<file path="src/adc_window_pkg.sv">
package adc_window_pkg;

    // Register bus geometry
    localparam int ADDR_W = 4;
    localparam int DATA_W = 8;
    localparam int WORD_W = 16;

    // Register offsets
    localparam logic [3:0] OFF_CONTROL = 4'h0;
    localparam logic [3:0] OFF_RESULT_HIGH = 4'h1;
    localparam logic [3:0] OFF_RESULT_LOW = 4'h2;
    localparam logic [3:0] OFF_GREATER_HIGH = 4'h3;
    localparam logic [3:0] OFF_GREATER_LOW = 4'h4;
    localparam logic [3:0] OFF_LESSER_HIGH = 4'h5;
    localparam logic [3:0] OFF_LESSER_LOW = 4'h6;
    localparam logic [3:0] OFF_MODE = 4'h7;
    localparam logic [3:0] OFF_IRQ_STATUS = 4'h8;
    localparam logic [3:0] OFF_IRQ_ENABLE = 4'h9;
    localparam logic [3:0] OFF_IRQ_CLEAR = 4'hA;

    // Converter control register fields
    localparam int CTRL_DONE_BIT = 5;
    localparam int CTRL_BUSY_BIT = 4;
    localparam int CTRL_MATCH_BIT = 3;
    localparam logic [7:0] CTRL_STORED_MASK = 8'hC7;

    // Mode register fields
    localparam int MODE_SIGNED_BIT = 0;

    // Interrupt status fields
    localparam int IRQ_MATCH_BIT = 0;
    localparam int IRQ_DONE_BIT = 1;
    localparam int IRQ_BITS = 2;

    // Reset values
    localparam logic [7:0] CONTROL_RESET = 8'h00;
    localparam logic [15:0] RESULT_RESET = 16'h0000;
    localparam logic [15:0] GREATER_RESET = 16'hFFFF;
    localparam logic [15:0] LESSER_RESET = 16'h0000;
    localparam logic [7:0] MODE_RESET = 8'h00;
    localparam logic [1:0] IRQ_RESET = 2'h0;
    localparam logic [7:0] READ_ZERO = 8'h00;

    // Register bus request
    typedef struct packed {
        logic [3:0] addr;
        logic [7:0] wdata;
        logic wr;
        logic rd;
    } reg_req_type;

    // New conversion word from the converter datapath
    typedef struct packed {
        logic valid;
        logic [15:0] word;
    } result_type;

    // Comparison sequencer
    typedef enum logic [0:0] {
        SEQ_IDLE = 1'b0,
        SEQ_EVAL = 1'b1
    } seq_state_type;

endpackage

</file>
<file path="src/adc_window_detector.sv">
// Notes on behaviour
// - Compare each result against limits autonomously
// - Greater and lesser limits as byte pairs
// - Limit ordering alone picks inside or outside
// - Match flag in control, interrupt or polled
// - Single-ended results compared as unsigned
// - Greater below lesser flags strictly between
// - Otherwise flag above greater or below lesser
// - Differential results compared as two's complement
// - Signed window flags strictly between limits
// - Signed outside window flags beyond either limit
// - Result held in high and low bytes
//
// The register addresses and the strobed register port were left to the implementer.
`timescale 1ns/1ns
`default_nettype none

module adc_window_detector
    import adc_window_pkg::*;
(
    // Clock and reset
    input wire logic sys_clk,
    input wire logic rst,
    // Register port
    input wire adc_window_pkg::reg_req_type req,
    output logic [adc_window_pkg::DATA_W-1:0] rdata,
    // Conversion results from the converter datapath
    input wire adc_window_pkg::result_type result,
    // Flag and interrupt
    output logic window_match_flag,
    output logic irq
);

    import adc_window_pkg::*;

    ////////////////////////////////////////////////////////////////////////
    // Elaboration checks

    // Byte pairs must tile the compare word exactly
    if (WORD_W != 2 * DATA_W) begin
        $error("compare word must be two register bytes");
    end

    // Status and enable must fit one register byte
    if (IRQ_BITS > DATA_W) begin
        $error("interrupt status wider than a register byte");
    end

    // Flag positions must lie inside the control byte
    if (CTRL_MATCH_BIT >= DATA_W || CTRL_DONE_BIT >= DATA_W) begin
        $error("control flag outside the register byte");
    end

    // Mode select must lie inside the mode byte
    if (MODE_SIGNED_BIT >= DATA_W) begin
        $error("mode select bit outside the register byte");
    end

    ////////////////////////////////////////////////////////////////////////
    // Decode

    logic wr_greater_high;
    logic wr_greater_low;
    logic wr_lesser_high;
    logic wr_lesser_low;
    logic wr_control;
    logic wr_mode;
    logic wr_irq_enable;
    logic wr_irq_clear;

    // Write strobes per register; result bytes ignore software writes
    always_comb begin
        wr_greater_high = req.wr && (req.addr == OFF_GREATER_HIGH);
        wr_greater_low = req.wr && (req.addr == OFF_GREATER_LOW);
        wr_lesser_high = req.wr && (req.addr == OFF_LESSER_HIGH);
        wr_lesser_low = req.wr && (req.addr == OFF_LESSER_LOW);
        wr_control = req.wr && (req.addr == OFF_CONTROL);
        wr_mode = req.wr && (req.addr == OFF_MODE);
        wr_irq_enable = req.wr && (req.addr == OFF_IRQ_ENABLE);
        wr_irq_clear = req.wr && (req.addr == OFF_IRQ_CLEAR);
    end

    ////////////////////////////////////////////////////////////////////////
    // Word registers

    logic [WORD_W-1:0] result_word;
    logic [WORD_W-1:0] greater_limit_pair;
    logic [WORD_W-1:0] lesser_limit_pair;

    // Result pair is loaded whole by the datapath only
    byte_pair_reg #(
        .BYTE_W(DATA_W),
        .RESET_VALUE(RESULT_RESET)
    ) u_result (
        .sys_clk(sys_clk),
        .rst(rst),
        .wr_high(1'b0),
        .wr_low(1'b0),
        .wdata(req.wdata),
        .load(result.valid),
        .load_word(result.word),
        .word(result_word)
    );

    // Greater-than limit, byte writable
    byte_pair_reg #(
        .BYTE_W(DATA_W),
        .RESET_VALUE(GREATER_RESET)
    ) u_greater (
        .sys_clk(sys_clk),
        .rst(rst),
        .wr_high(wr_greater_high),
        .wr_low(wr_greater_low),
        .wdata(req.wdata),
        .load(1'b0),
        .load_word(GREATER_RESET),
        .word(greater_limit_pair)
    );

    // Less-than limit, byte writable
    byte_pair_reg #(
        .BYTE_W(DATA_W),
        .RESET_VALUE(LESSER_RESET)
    ) u_lesser (
        .sys_clk(sys_clk),
        .rst(rst),
        .wr_high(wr_lesser_high),
        .wr_low(wr_lesser_low),
        .wdata(req.wdata),
        .load(1'b0),
        .load_word(LESSER_RESET),
        .word(lesser_limit_pair)
    );

    ////////////////////////////////////////////////////////////////////////
    // Mode

    logic [DATA_W-1:0] mode;
    logic signed_mode;

    // Differential data selects the signed compare
    always_ff @(posedge sys_clk) begin
        if (rst) begin
            mode <= MODE_RESET;
        end else if (wr_mode) begin
            mode <= req.wdata;
        end
    end

    assign signed_mode = mode[MODE_SIGNED_BIT];

    ////////////////////////////////////////////////////////////////////////
    // Comparison

    logic res_above_greater;
    logic res_below_lesser;
    logic greater_below_lesser;
    logic window_hit;

    // Result against greater-than limit
    limit_compare #(
        .WIDTH(WORD_W)
    ) u_cmp_greater (
        .a(result_word),
        .b(greater_limit_pair),
        .signed_mode(signed_mode),
        .a_above(res_above_greater),
        .a_below()
    );

    // Result against less-than limit
    limit_compare #(
        .WIDTH(WORD_W)
    ) u_cmp_lesser (
        .a(result_word),
        .b(lesser_limit_pair),
        .signed_mode(signed_mode),
        .a_above(),
        .a_below(res_below_lesser)
    );

    // Limit ordering decides inside versus outside
    limit_compare #(
        .WIDTH(WORD_W)
    ) u_cmp_order (
        .a(greater_limit_pair),
        .b(lesser_limit_pair),
        .signed_mode(signed_mode),
        .a_above(),
        .a_below(greater_below_lesser)
    );

    // Inside window needs both relations, outside needs either
    always_comb begin
        if (greater_below_lesser) begin
            window_hit = res_above_greater && res_below_lesser;
        end else begin
            window_hit = res_above_greater || res_below_lesser;
        end
    end

    ////////////////////////////////////////////////////////////////////////
    // Sequencer

    seq_state_type state;
    seq_state_type next_state;
    logic match_event;
    logic done_event;

    // Evaluate in the cycle after each load, exactly once per result
    always_comb begin
        case (state)
            SEQ_IDLE: begin
                next_state = result.valid ? SEQ_EVAL : SEQ_IDLE;
            end
            SEQ_EVAL: begin
                next_state = result.valid ? SEQ_EVAL : SEQ_IDLE;
            end
            default: begin
                next_state = SEQ_IDLE;
            end
        endcase
    end

    always_ff @(posedge sys_clk) begin
        if (rst) begin
            state <= SEQ_IDLE;
        end else begin
            state <= next_state;
        end
    end

    // No processor action needed between result and flag
    assign match_event = (state == SEQ_EVAL) && window_hit;
    assign done_event = (state == SEQ_EVAL);

    ////////////////////////////////////////////////////////////////////////
    // Converter control register

    logic [DATA_W-1:0] control;

    // Stored bits plus two flags; a new event wins over a software clear
    always_ff @(posedge sys_clk) begin
        if (rst) begin
            control <= CONTROL_RESET;
        end else begin
            if (wr_control) begin
                control <= req.wdata & CTRL_STORED_MASK;
                control[CTRL_MATCH_BIT] <= req.wdata[CTRL_MATCH_BIT] || match_event;
                control[CTRL_DONE_BIT] <= req.wdata[CTRL_DONE_BIT] || done_event;
            end else begin
                if (match_event) begin
                    control[CTRL_MATCH_BIT] <= 1'b1;
                end
                if (done_event) begin
                    control[CTRL_DONE_BIT] <= 1'b1;
                end
            end
        end
    end

    // Polled copy of the match flag
    always_ff @(posedge sys_clk) begin
        if (rst) begin
            window_match_flag <= 1'b0;
        end else begin
            window_match_flag <= control[CTRL_MATCH_BIT] || match_event;
        end
    end

    ////////////////////////////////////////////////////////////////////////
    // Interrupts

    logic [IRQ_BITS-1:0] irq_status;
    logic [IRQ_BITS-1:0] irq_enable;
    logic [IRQ_BITS-1:0] irq_set;

    assign irq_set = {done_event, match_event};

    // Sticky status, write-one clear, set wins over clear
    always_ff @(posedge sys_clk) begin
        if (rst) begin
            irq_status <= IRQ_RESET;
        end else if (wr_irq_clear) begin
            irq_status <= (irq_status & ~req.wdata[IRQ_BITS-1:0]) | irq_set;
        end else begin
            irq_status <= irq_status | irq_set;
        end
    end

    // Enable mask
    always_ff @(posedge sys_clk) begin
        if (rst) begin
            irq_enable <= IRQ_RESET;
        end else if (wr_irq_enable) begin
            irq_enable <= req.wdata[IRQ_BITS-1:0];
        end
    end

    // Level interrupt, one flop behind the status bits
    always_ff @(posedge sys_clk) begin
        if (rst) begin
            irq <= 1'b0;
        end else begin
            irq <= |(irq_status & irq_enable);
        end
    end

    ////////////////////////////////////////////////////////////////////////
    // Read path

    logic [DATA_W-1:0] next_rdata;

    // Unmapped and write-only offsets read as zero; busy always reads zero
    always_comb begin
        next_rdata = READ_ZERO;
        if (req.rd) begin
            case (req.addr)
                OFF_CONTROL: next_rdata = control;
                OFF_RESULT_HIGH: next_rdata = result_word[WORD_W-1:DATA_W];
                OFF_RESULT_LOW: next_rdata = result_word[DATA_W-1:0];
                OFF_GREATER_HIGH: next_rdata = greater_limit_pair[WORD_W-1:DATA_W];
                OFF_GREATER_LOW: next_rdata = greater_limit_pair[DATA_W-1:0];
                OFF_LESSER_HIGH: next_rdata = lesser_limit_pair[WORD_W-1:DATA_W];
                OFF_LESSER_LOW: next_rdata = lesser_limit_pair[DATA_W-1:0];
                OFF_MODE: next_rdata = mode;
                OFF_IRQ_STATUS: next_rdata = {{(DATA_W-IRQ_BITS){1'b0}}, irq_status};
                OFF_IRQ_ENABLE: next_rdata = {{(DATA_W-IRQ_BITS){1'b0}}, irq_enable};
                default: next_rdata = READ_ZERO;
            endcase
        end
    end

    // Data stand only in the cycle after the read strobe
    always_ff @(posedge sys_clk) begin
        if (rst) begin
            rdata <= READ_ZERO;
        end else begin
            rdata <= next_rdata;
        end
    end

endmodule

`default_nettype wire

</file>
<file path="src/byte_pair_reg.sv">
`timescale 1ns/1ns
`default_nettype none

module byte_pair_reg #(
    parameter int BYTE_W = 8,
    parameter logic [2*BYTE_W-1:0] RESET_VALUE = '0
) (
    // Clock and reset
    input wire logic sys_clk,
    input wire logic rst,
    // Byte writes from software
    input wire logic wr_high,
    input wire logic wr_low,
    input wire logic [BYTE_W-1:0] wdata,
    // Whole-word load from hardware
    input wire logic load,
    input wire logic [2*BYTE_W-1:0] load_word,
    // Stored word
    output logic [2*BYTE_W-1:0] word
);

    if (BYTE_W < 1) begin
        $error("byte_pair_reg needs a positive byte width");
    end

    // Whole-word load beats byte writes so a fresh result is never torn
    always_ff @(posedge sys_clk) begin
        if (rst) begin
            word <= RESET_VALUE;
        end else if (load) begin
            word <= load_word;
        end else begin
            if (wr_high) begin
                word[2*BYTE_W-1:BYTE_W] <= wdata;
            end
            if (wr_low) begin
                word[BYTE_W-1:0] <= wdata;
            end
        end
    end

endmodule

`default_nettype wire

</file>
<file path="src/limit_compare.sv">
`timescale 1ns/1ns
`default_nettype none

module limit_compare #(
    parameter int WIDTH = 16
) (
    // Operands, compared as raw register words
    input wire logic [WIDTH-1:0] a,
    input wire logic [WIDTH-1:0] b,
    input wire logic signed_mode,
    // Strict relations
    output logic a_above,
    output logic a_below
);

    if (WIDTH < 2) begin
        $error("limit_compare needs at least two bits");
    end

    // Signed compare of the full word also suits left-justified data
    always_comb begin
        if (signed_mode) begin
            a_above = $signed(a) > $signed(b);
            a_below = $signed(a) < $signed(b);
        end else begin
            a_above = a > b;
            a_below = a < b;
        end
    end

endmodule

`default_nettype wire
</file>
<file path="config.mk">
export PLATFORM = sky130hd
export DESIGN_NAME = adc_window_detector
export DESIGN_NICKNAME = d
export VERILOG_FILES = /design/src/adc_window_pkg.sv /design/src/adc_window_detector.sv /design/src/byte_pair_reg.sv /design/src/limit_compare.sv
export SDC_FILE = /design/constraint.sdc
export NUM_CORES = 1
export LEC_CHECK = 0
export ABC_AREA = 1
export BUFFER_PORTS_ARGS = -buffer_cell sky130_fd_sc_hd__buf_2
export CAP_MARGIN = 20
export CORE_ASPECT_RATIO = 1.2
export CORE_MARGIN = 4
export CORE_UTILIZATION = 35
export DETAILED_ROUTE_END_ITERATION = 7
export GPL_TIMING_DRIVEN = 0
export PLACE_DENSITY_LB_ADDON = 0.2
export RECOVER_POWER = 25
export SYNTH_ARGS = -nofsm -noshare
export SYNTH_HDL_FRONTEND = slang
export SYNTH_SLANG_ARGS = --single-unit
</file>
<file path="constraint.sdc">
create_clock -name sys_clk -period 1.5 [get_ports sys_clk]
set_input_delay 0.3 -clock sys_clk [delete_from_list [all_inputs] [get_ports sys_clk]]
set_output_delay 0.3 -clock sys_clk [all_outputs]
set_load 0.01 [all_outputs]
</file>
==> results.txt <==
The flow ran to the end, but the final reports show violations. The checks that failed: setup timing. The maximum single-stage delay on the critical path works out to 0.38 ns. The worst setup path is launched from a flip-flop. The cell count of the worst reg-to-reg path was 14. The worst setup path is of the flip-flop to flip-flop kind. 0 antenna diodes ended up in the layout. For the worst setup path, the data required time is 1.78 ns. The die area is 0.0143 mm^2, and the number of max-slew violations in the final report is 0. After the first detailed-routing iteration, the DRC count stood at 219. Global routing finished with a remaining overflow of 0.

The post-route netlist has 26.8% of its cells at a drive strength greater than 1. The final route contains 4,121 vias. The ratio of routed vias to standard cells is 5.08, and the H-tree depth is 3. The worst register-to-register path has a setup slack of -0.35 ns. CTS saw 78 sinks. The run gives 37 as the number of different library cells in the post-synthesis netlist. In this run the critical register-to-register path is launched from u_result.word[3]. Setup repair after global routing could not meet its margin everywhere.

The area of the mapped netlist is 0.00434 mm^2. In the final timing run, aggregate negative setup slack is -1.02 ns. The tools report the via count of the first global-routing pass as 3,866. The overall die height was 130 um. In the synthesized netlist the async set-or-reset flop fraction comes to 0%. The terminating pin of the worst hold path is u_result.word[9].

The routed wire length is 13.7 mm, and the timing-limited maximum frequency is 539 MHz. Headroom to the max-slew limit came out at 50.7%. I/O pin total: 43. The tree is rooted in a sky130_fd_sc_hd__clkbuf_16. The tools report the layout net count as 724. The run gives 0.35 ns as the insertion delay of the later-clocked pin in the worst-skew pair.

In this design, the critical path's most frequently occurring cell is sky130_fd_sc_hd__nand2_1. Detailed placement finished with a half-perimeter wire length of 10.6 mm. STA classifies the critical path endpoint as a flip-flop. Once the floorplan was initialized, standard cells occupied 35.8% of the core.

After layout, the worst path uses 124% of the clock period. The die is 110 um wide. For the smallest setup slack after layout, the log shows -0.354 ns.

The count of standard-cell rows is 44, and the post-route DRC violation count is 0. TritonCTS built the clock tree. Dividing total power by cell area gives a power density of 943 mW/mm^2.

The largest net degree at the start of global routing is 15. The detailed-route wire length per cell is 16.9 um, and the number of instances in the synthesized netlist is 581. The number of setup violations in the final report is 3, and the max capacitance violation total is 0.

The Yosys warning count is 0, and the peak ir drop on the vdd network is 0.000585 V. After filler insertion, the fill cell instance count of the layout stands at 1,258. For the post-synthesis net count, the log shows 660. The dominant synthesized flop cell is sky130_fd_sc_hd__dfxtp_1. The run gives 19.8% as the total track usage.

The critical path goes through ha_4, a21oi_1, nand2_1, nand2_1, nand2_2, nand2_2, nand2_1, nand2_1, nand2_1, nor2_2, nand2_1, nand2_2, nand3_4, a21oi_2. The portion of the post-synthesis area used by sequential elements was 36.0%. The number of enable-type register cells in the synthesized netlist is 0. The initial antenna violation count was 0; the total count of hold-check failures in the final report was 0.

Along the worst hold path, the cell count comes to 3. For the placed cell area, the log shows 0.00485 mm^2. The critical-path cell with the highest stage delay is sky130_fd_sc_hd__dfxtp_4.

The number of hold buffers added after CTS was 0. The analysis attributes to cell leakage a power of 2.27 nW. The area growth from synthesis to layout works out to 25.2%.

The tools report the number of routed nets with antenna violations as 0. The first global-routing pass estimated 20.8 mm of wire. The floorplan step defined a core boundary enclosing 0.0121 mm^2.

The maximum net fanout on the critical path works out to 4. After synthesis, the mean cell area works out to 7.47 um^2. The endpoint identified for the worst register-to-register timing path is control[3]. Port buffering added 40 buffers. For this run, the detailed router's first-pass iteration total came to 4. The clock buffer count from CTS was 9. The smallest clock period supported by the final layout is computed as 1.85 ns.

The run gives 2.13 ns as the endpoint arrival time on the critical path. The kind of path behind the tightest hold check is input port to flip-flop. Timing analysis after detailed placement gives a worst setup slack of -0.429 ns. The worst-case clock skew was 0.00664 ns; the post-synthesis sequential element count was 78. Including well taps, the total number of placed cells is 782.

Total power for the finished layout comes to 5.12 mW. In this run the most critical hold path is launched from result[9]. Routability-driven placement finished with a final weighted congestion of 0.896.

The non-filler instance count after layout is 811, and the clock transition at the registers of the reported paths is 0.07 ns. Once layout is done, the placed cells without fillers occupy 0.00543 mm^2. For the pin with the worst max-slew slack, the measured transition is 0.740 ns. No sink is reached through more buffers than the 2 on the longest clock path.
==> worst max-delay path, delay by kind of cell (launching register included) <==
family / cells / cell delay [ns]
AO/OA/AOI/OAI: 2 / 0.29
adder cells (fa/ha/maj): 1 / 0.25
flip-flops: 1 / 0.38
AND/OR/NAND/NOR: 11 / 0.86
==> worst max-delay path by stage <==
stage	startpoint	to	slack, ns	depth (start not counted)
floorplan	u_greater.word[9]	control[3]	-0.08	15
global placement	u_result.word[7]	window_match_flag	-0.41	12
detailed placement	u_result.word[7]	window_match_flag	-0.43	12
CTS	u_greater.word[9]	window_match_flag	-0.34	13
global route	u_greater.word[1]	control[3]	-0.51	15
finish	u_result.word[3]	control[3]	-0.35	14
==> where the power goes <==
part           total, mW  switching, mW  internal [mW]
Sequential          2.23         0.0815           2.15
Combinational      0.677          0.419          0.258
Clock               2.21          0.922           1.29
==> synth_stat cells, types with 2 or more instances <==
cell / n / area (um^2)
sky130_fd_sc_hd__nand2_2: 7 / 43.8
sky130_fd_sc_hd__a31oi_1: 2 / 12.5
sky130_fd_sc_hd__nor3_1: 3 / 15.0
sky130_fd_sc_hd__a221oi_1: 8 / 70.1
sky130_fd_sc_hd__o21ai_1: 2 / 10.0
sky130_fd_sc_hd__clkinv_1: 2 / 7.51
sky130_fd_sc_hd__nand3_1: 10 / 50.1
sky130_fd_sc_hd__nand3_2: 3 / 30.0
sky130_fd_sc_hd__nor2_2: 7 / 43.8
sky130_fd_sc_hd__buf_2: 7 / 35.0
sky130_fd_sc_hd__a2111oi_0: 2 / 17.5
sky130_fd_sc_hd__o21ai_0: 65 / 325
sky130_fd_sc_hd__inv_2: 12 / 45.0
sky130_fd_sc_hd__inv_1: 72 / 270
sky130_fd_sc_hd__ha_1: 46 / 576
sky130_fd_sc_hd__nand4_1: 4 / 25.0
sky130_fd_sc_hd__o211ai_1: 7 / 52.6
sky130_fd_sc_hd__o22ai_1: 12 / 75.1
sky130_fd_sc_hd__o2111ai_1: 2 / 17.5
sky130_fd_sc_hd__nor2_4: 5 / 56.3
sky130_fd_sc_hd__dfxtp_1: 78 / 1560
sky130_fd_sc_hd__a21oi_1: 66 / 330
sky130_fd_sc_hd__nor2_1: 52 / 195
sky130_fd_sc_hd__a21o_1: 2 / 15.0
sky130_fd_sc_hd__clkbuf_1: 7 / 26.3
sky130_fd_sc_hd__nand2_1: 87 / 327
==> per-stage QoR <==
stage | utilization (%) | hold WS, ns
after floorplan | - | 0.426
after global placement | 40.0 | 0.440
after detailed placement | 40.0 | 0.449
after CTS | 44.0 | 0.169
after global routing | 44.9 | 0.189
final | 44.9 | 0.176
==> cell type report <==
class / instances / area, um^2 / area share (%)
timing repair buffer: 53 / 283 / 5.20
inverter: 87 / 337 / 6.20
multi-input combinational: 401 / 2640 / 48.6
buffer: 15 / 65.1 / 1.20
sequential: 78 / 1600 / 29.5
clock inverter: 7 / 75.1 / 1.38
clock buffer: 9 / 225 / 4.15
tap: 161 / 201 / 3.71
==> state kept, by name, summed over array words and instances (netlist names) <==
signal / cells
u_greater.word: 16
u_lesser.word: 16
irq_enable: 2
irq: 1
rdata: 8
window_match_flag: 1
done_event: 1
u_result.word: 16
control: 7
irq_status: 2
mode: 8
==> cells by family after synthesis <==
kind of cell | share of synthesized area (%)
simple gates | 19.4
compound gates | 22.3
buf+inv | 9.08
flops | 36.0
fa+ha+maj | 13.3
==> routing by layer <==
layer  global-route usage [%]  up-vias  share of wire, %
li1                         -     2088                 -
met3                     2.13       23               3.7
met1                     24.4     1925                43
met4                     8.88        0               2.9
met2                     34.5       85                50
met5                        0        -                 0
==> cells in the final DEF (no fill, tap or decap), types with 3 or more instances in the layout <==
cell type                    netlist  final
sky130_fd_sc_hd__a21oi_1          66     60
sky130_fd_sc_hd__a21oi_2           1      7
sky130_fd_sc_hd__a221oi_1          8      8
sky130_fd_sc_hd__buf_2             7     34
sky130_fd_sc_hd__buf_4             0     13
sky130_fd_sc_hd__clkbuf_1          7     19
sky130_fd_sc_hd__clkbuf_16         0      9
sky130_fd_sc_hd__clkinvlp_4        0      3
sky130_fd_sc_hd__dfxtp_1          78     52
sky130_fd_sc_hd__dfxtp_2           0     22
sky130_fd_sc_hd__dfxtp_4           0      4
sky130_fd_sc_hd__ha_1             46     30
sky130_fd_sc_hd__ha_4              0     16
sky130_fd_sc_hd__inv_1            72     57
sky130_fd_sc_hd__inv_2            12     24
sky130_fd_sc_hd__inv_4             1      4
sky130_fd_sc_hd__nand2_1          87     81
sky130_fd_sc_hd__nand2_2           7     13
sky130_fd_sc_hd__nand3_1          10     10
sky130_fd_sc_hd__nand4_1           4      4
sky130_fd_sc_hd__nor2_1           52     52
sky130_fd_sc_hd__nor2_2            7      7
sky130_fd_sc_hd__nor2_4            5      5
sky130_fd_sc_hd__o211ai_1          7      7
sky130_fd_sc_hd__o21ai_0          65     65
sky130_fd_sc_hd__o22ai_1          12     12
==> timing repair <==
item / in CTS / in global routing
pin swaps: 13 / 17
setup buffers: 9 / 4
setup endpoints to repair: 3 / 3
cloned: 0 / 0
gates resized for setup: 33 / 28
No activity file was read; power rests on OpenSTA's default activity.
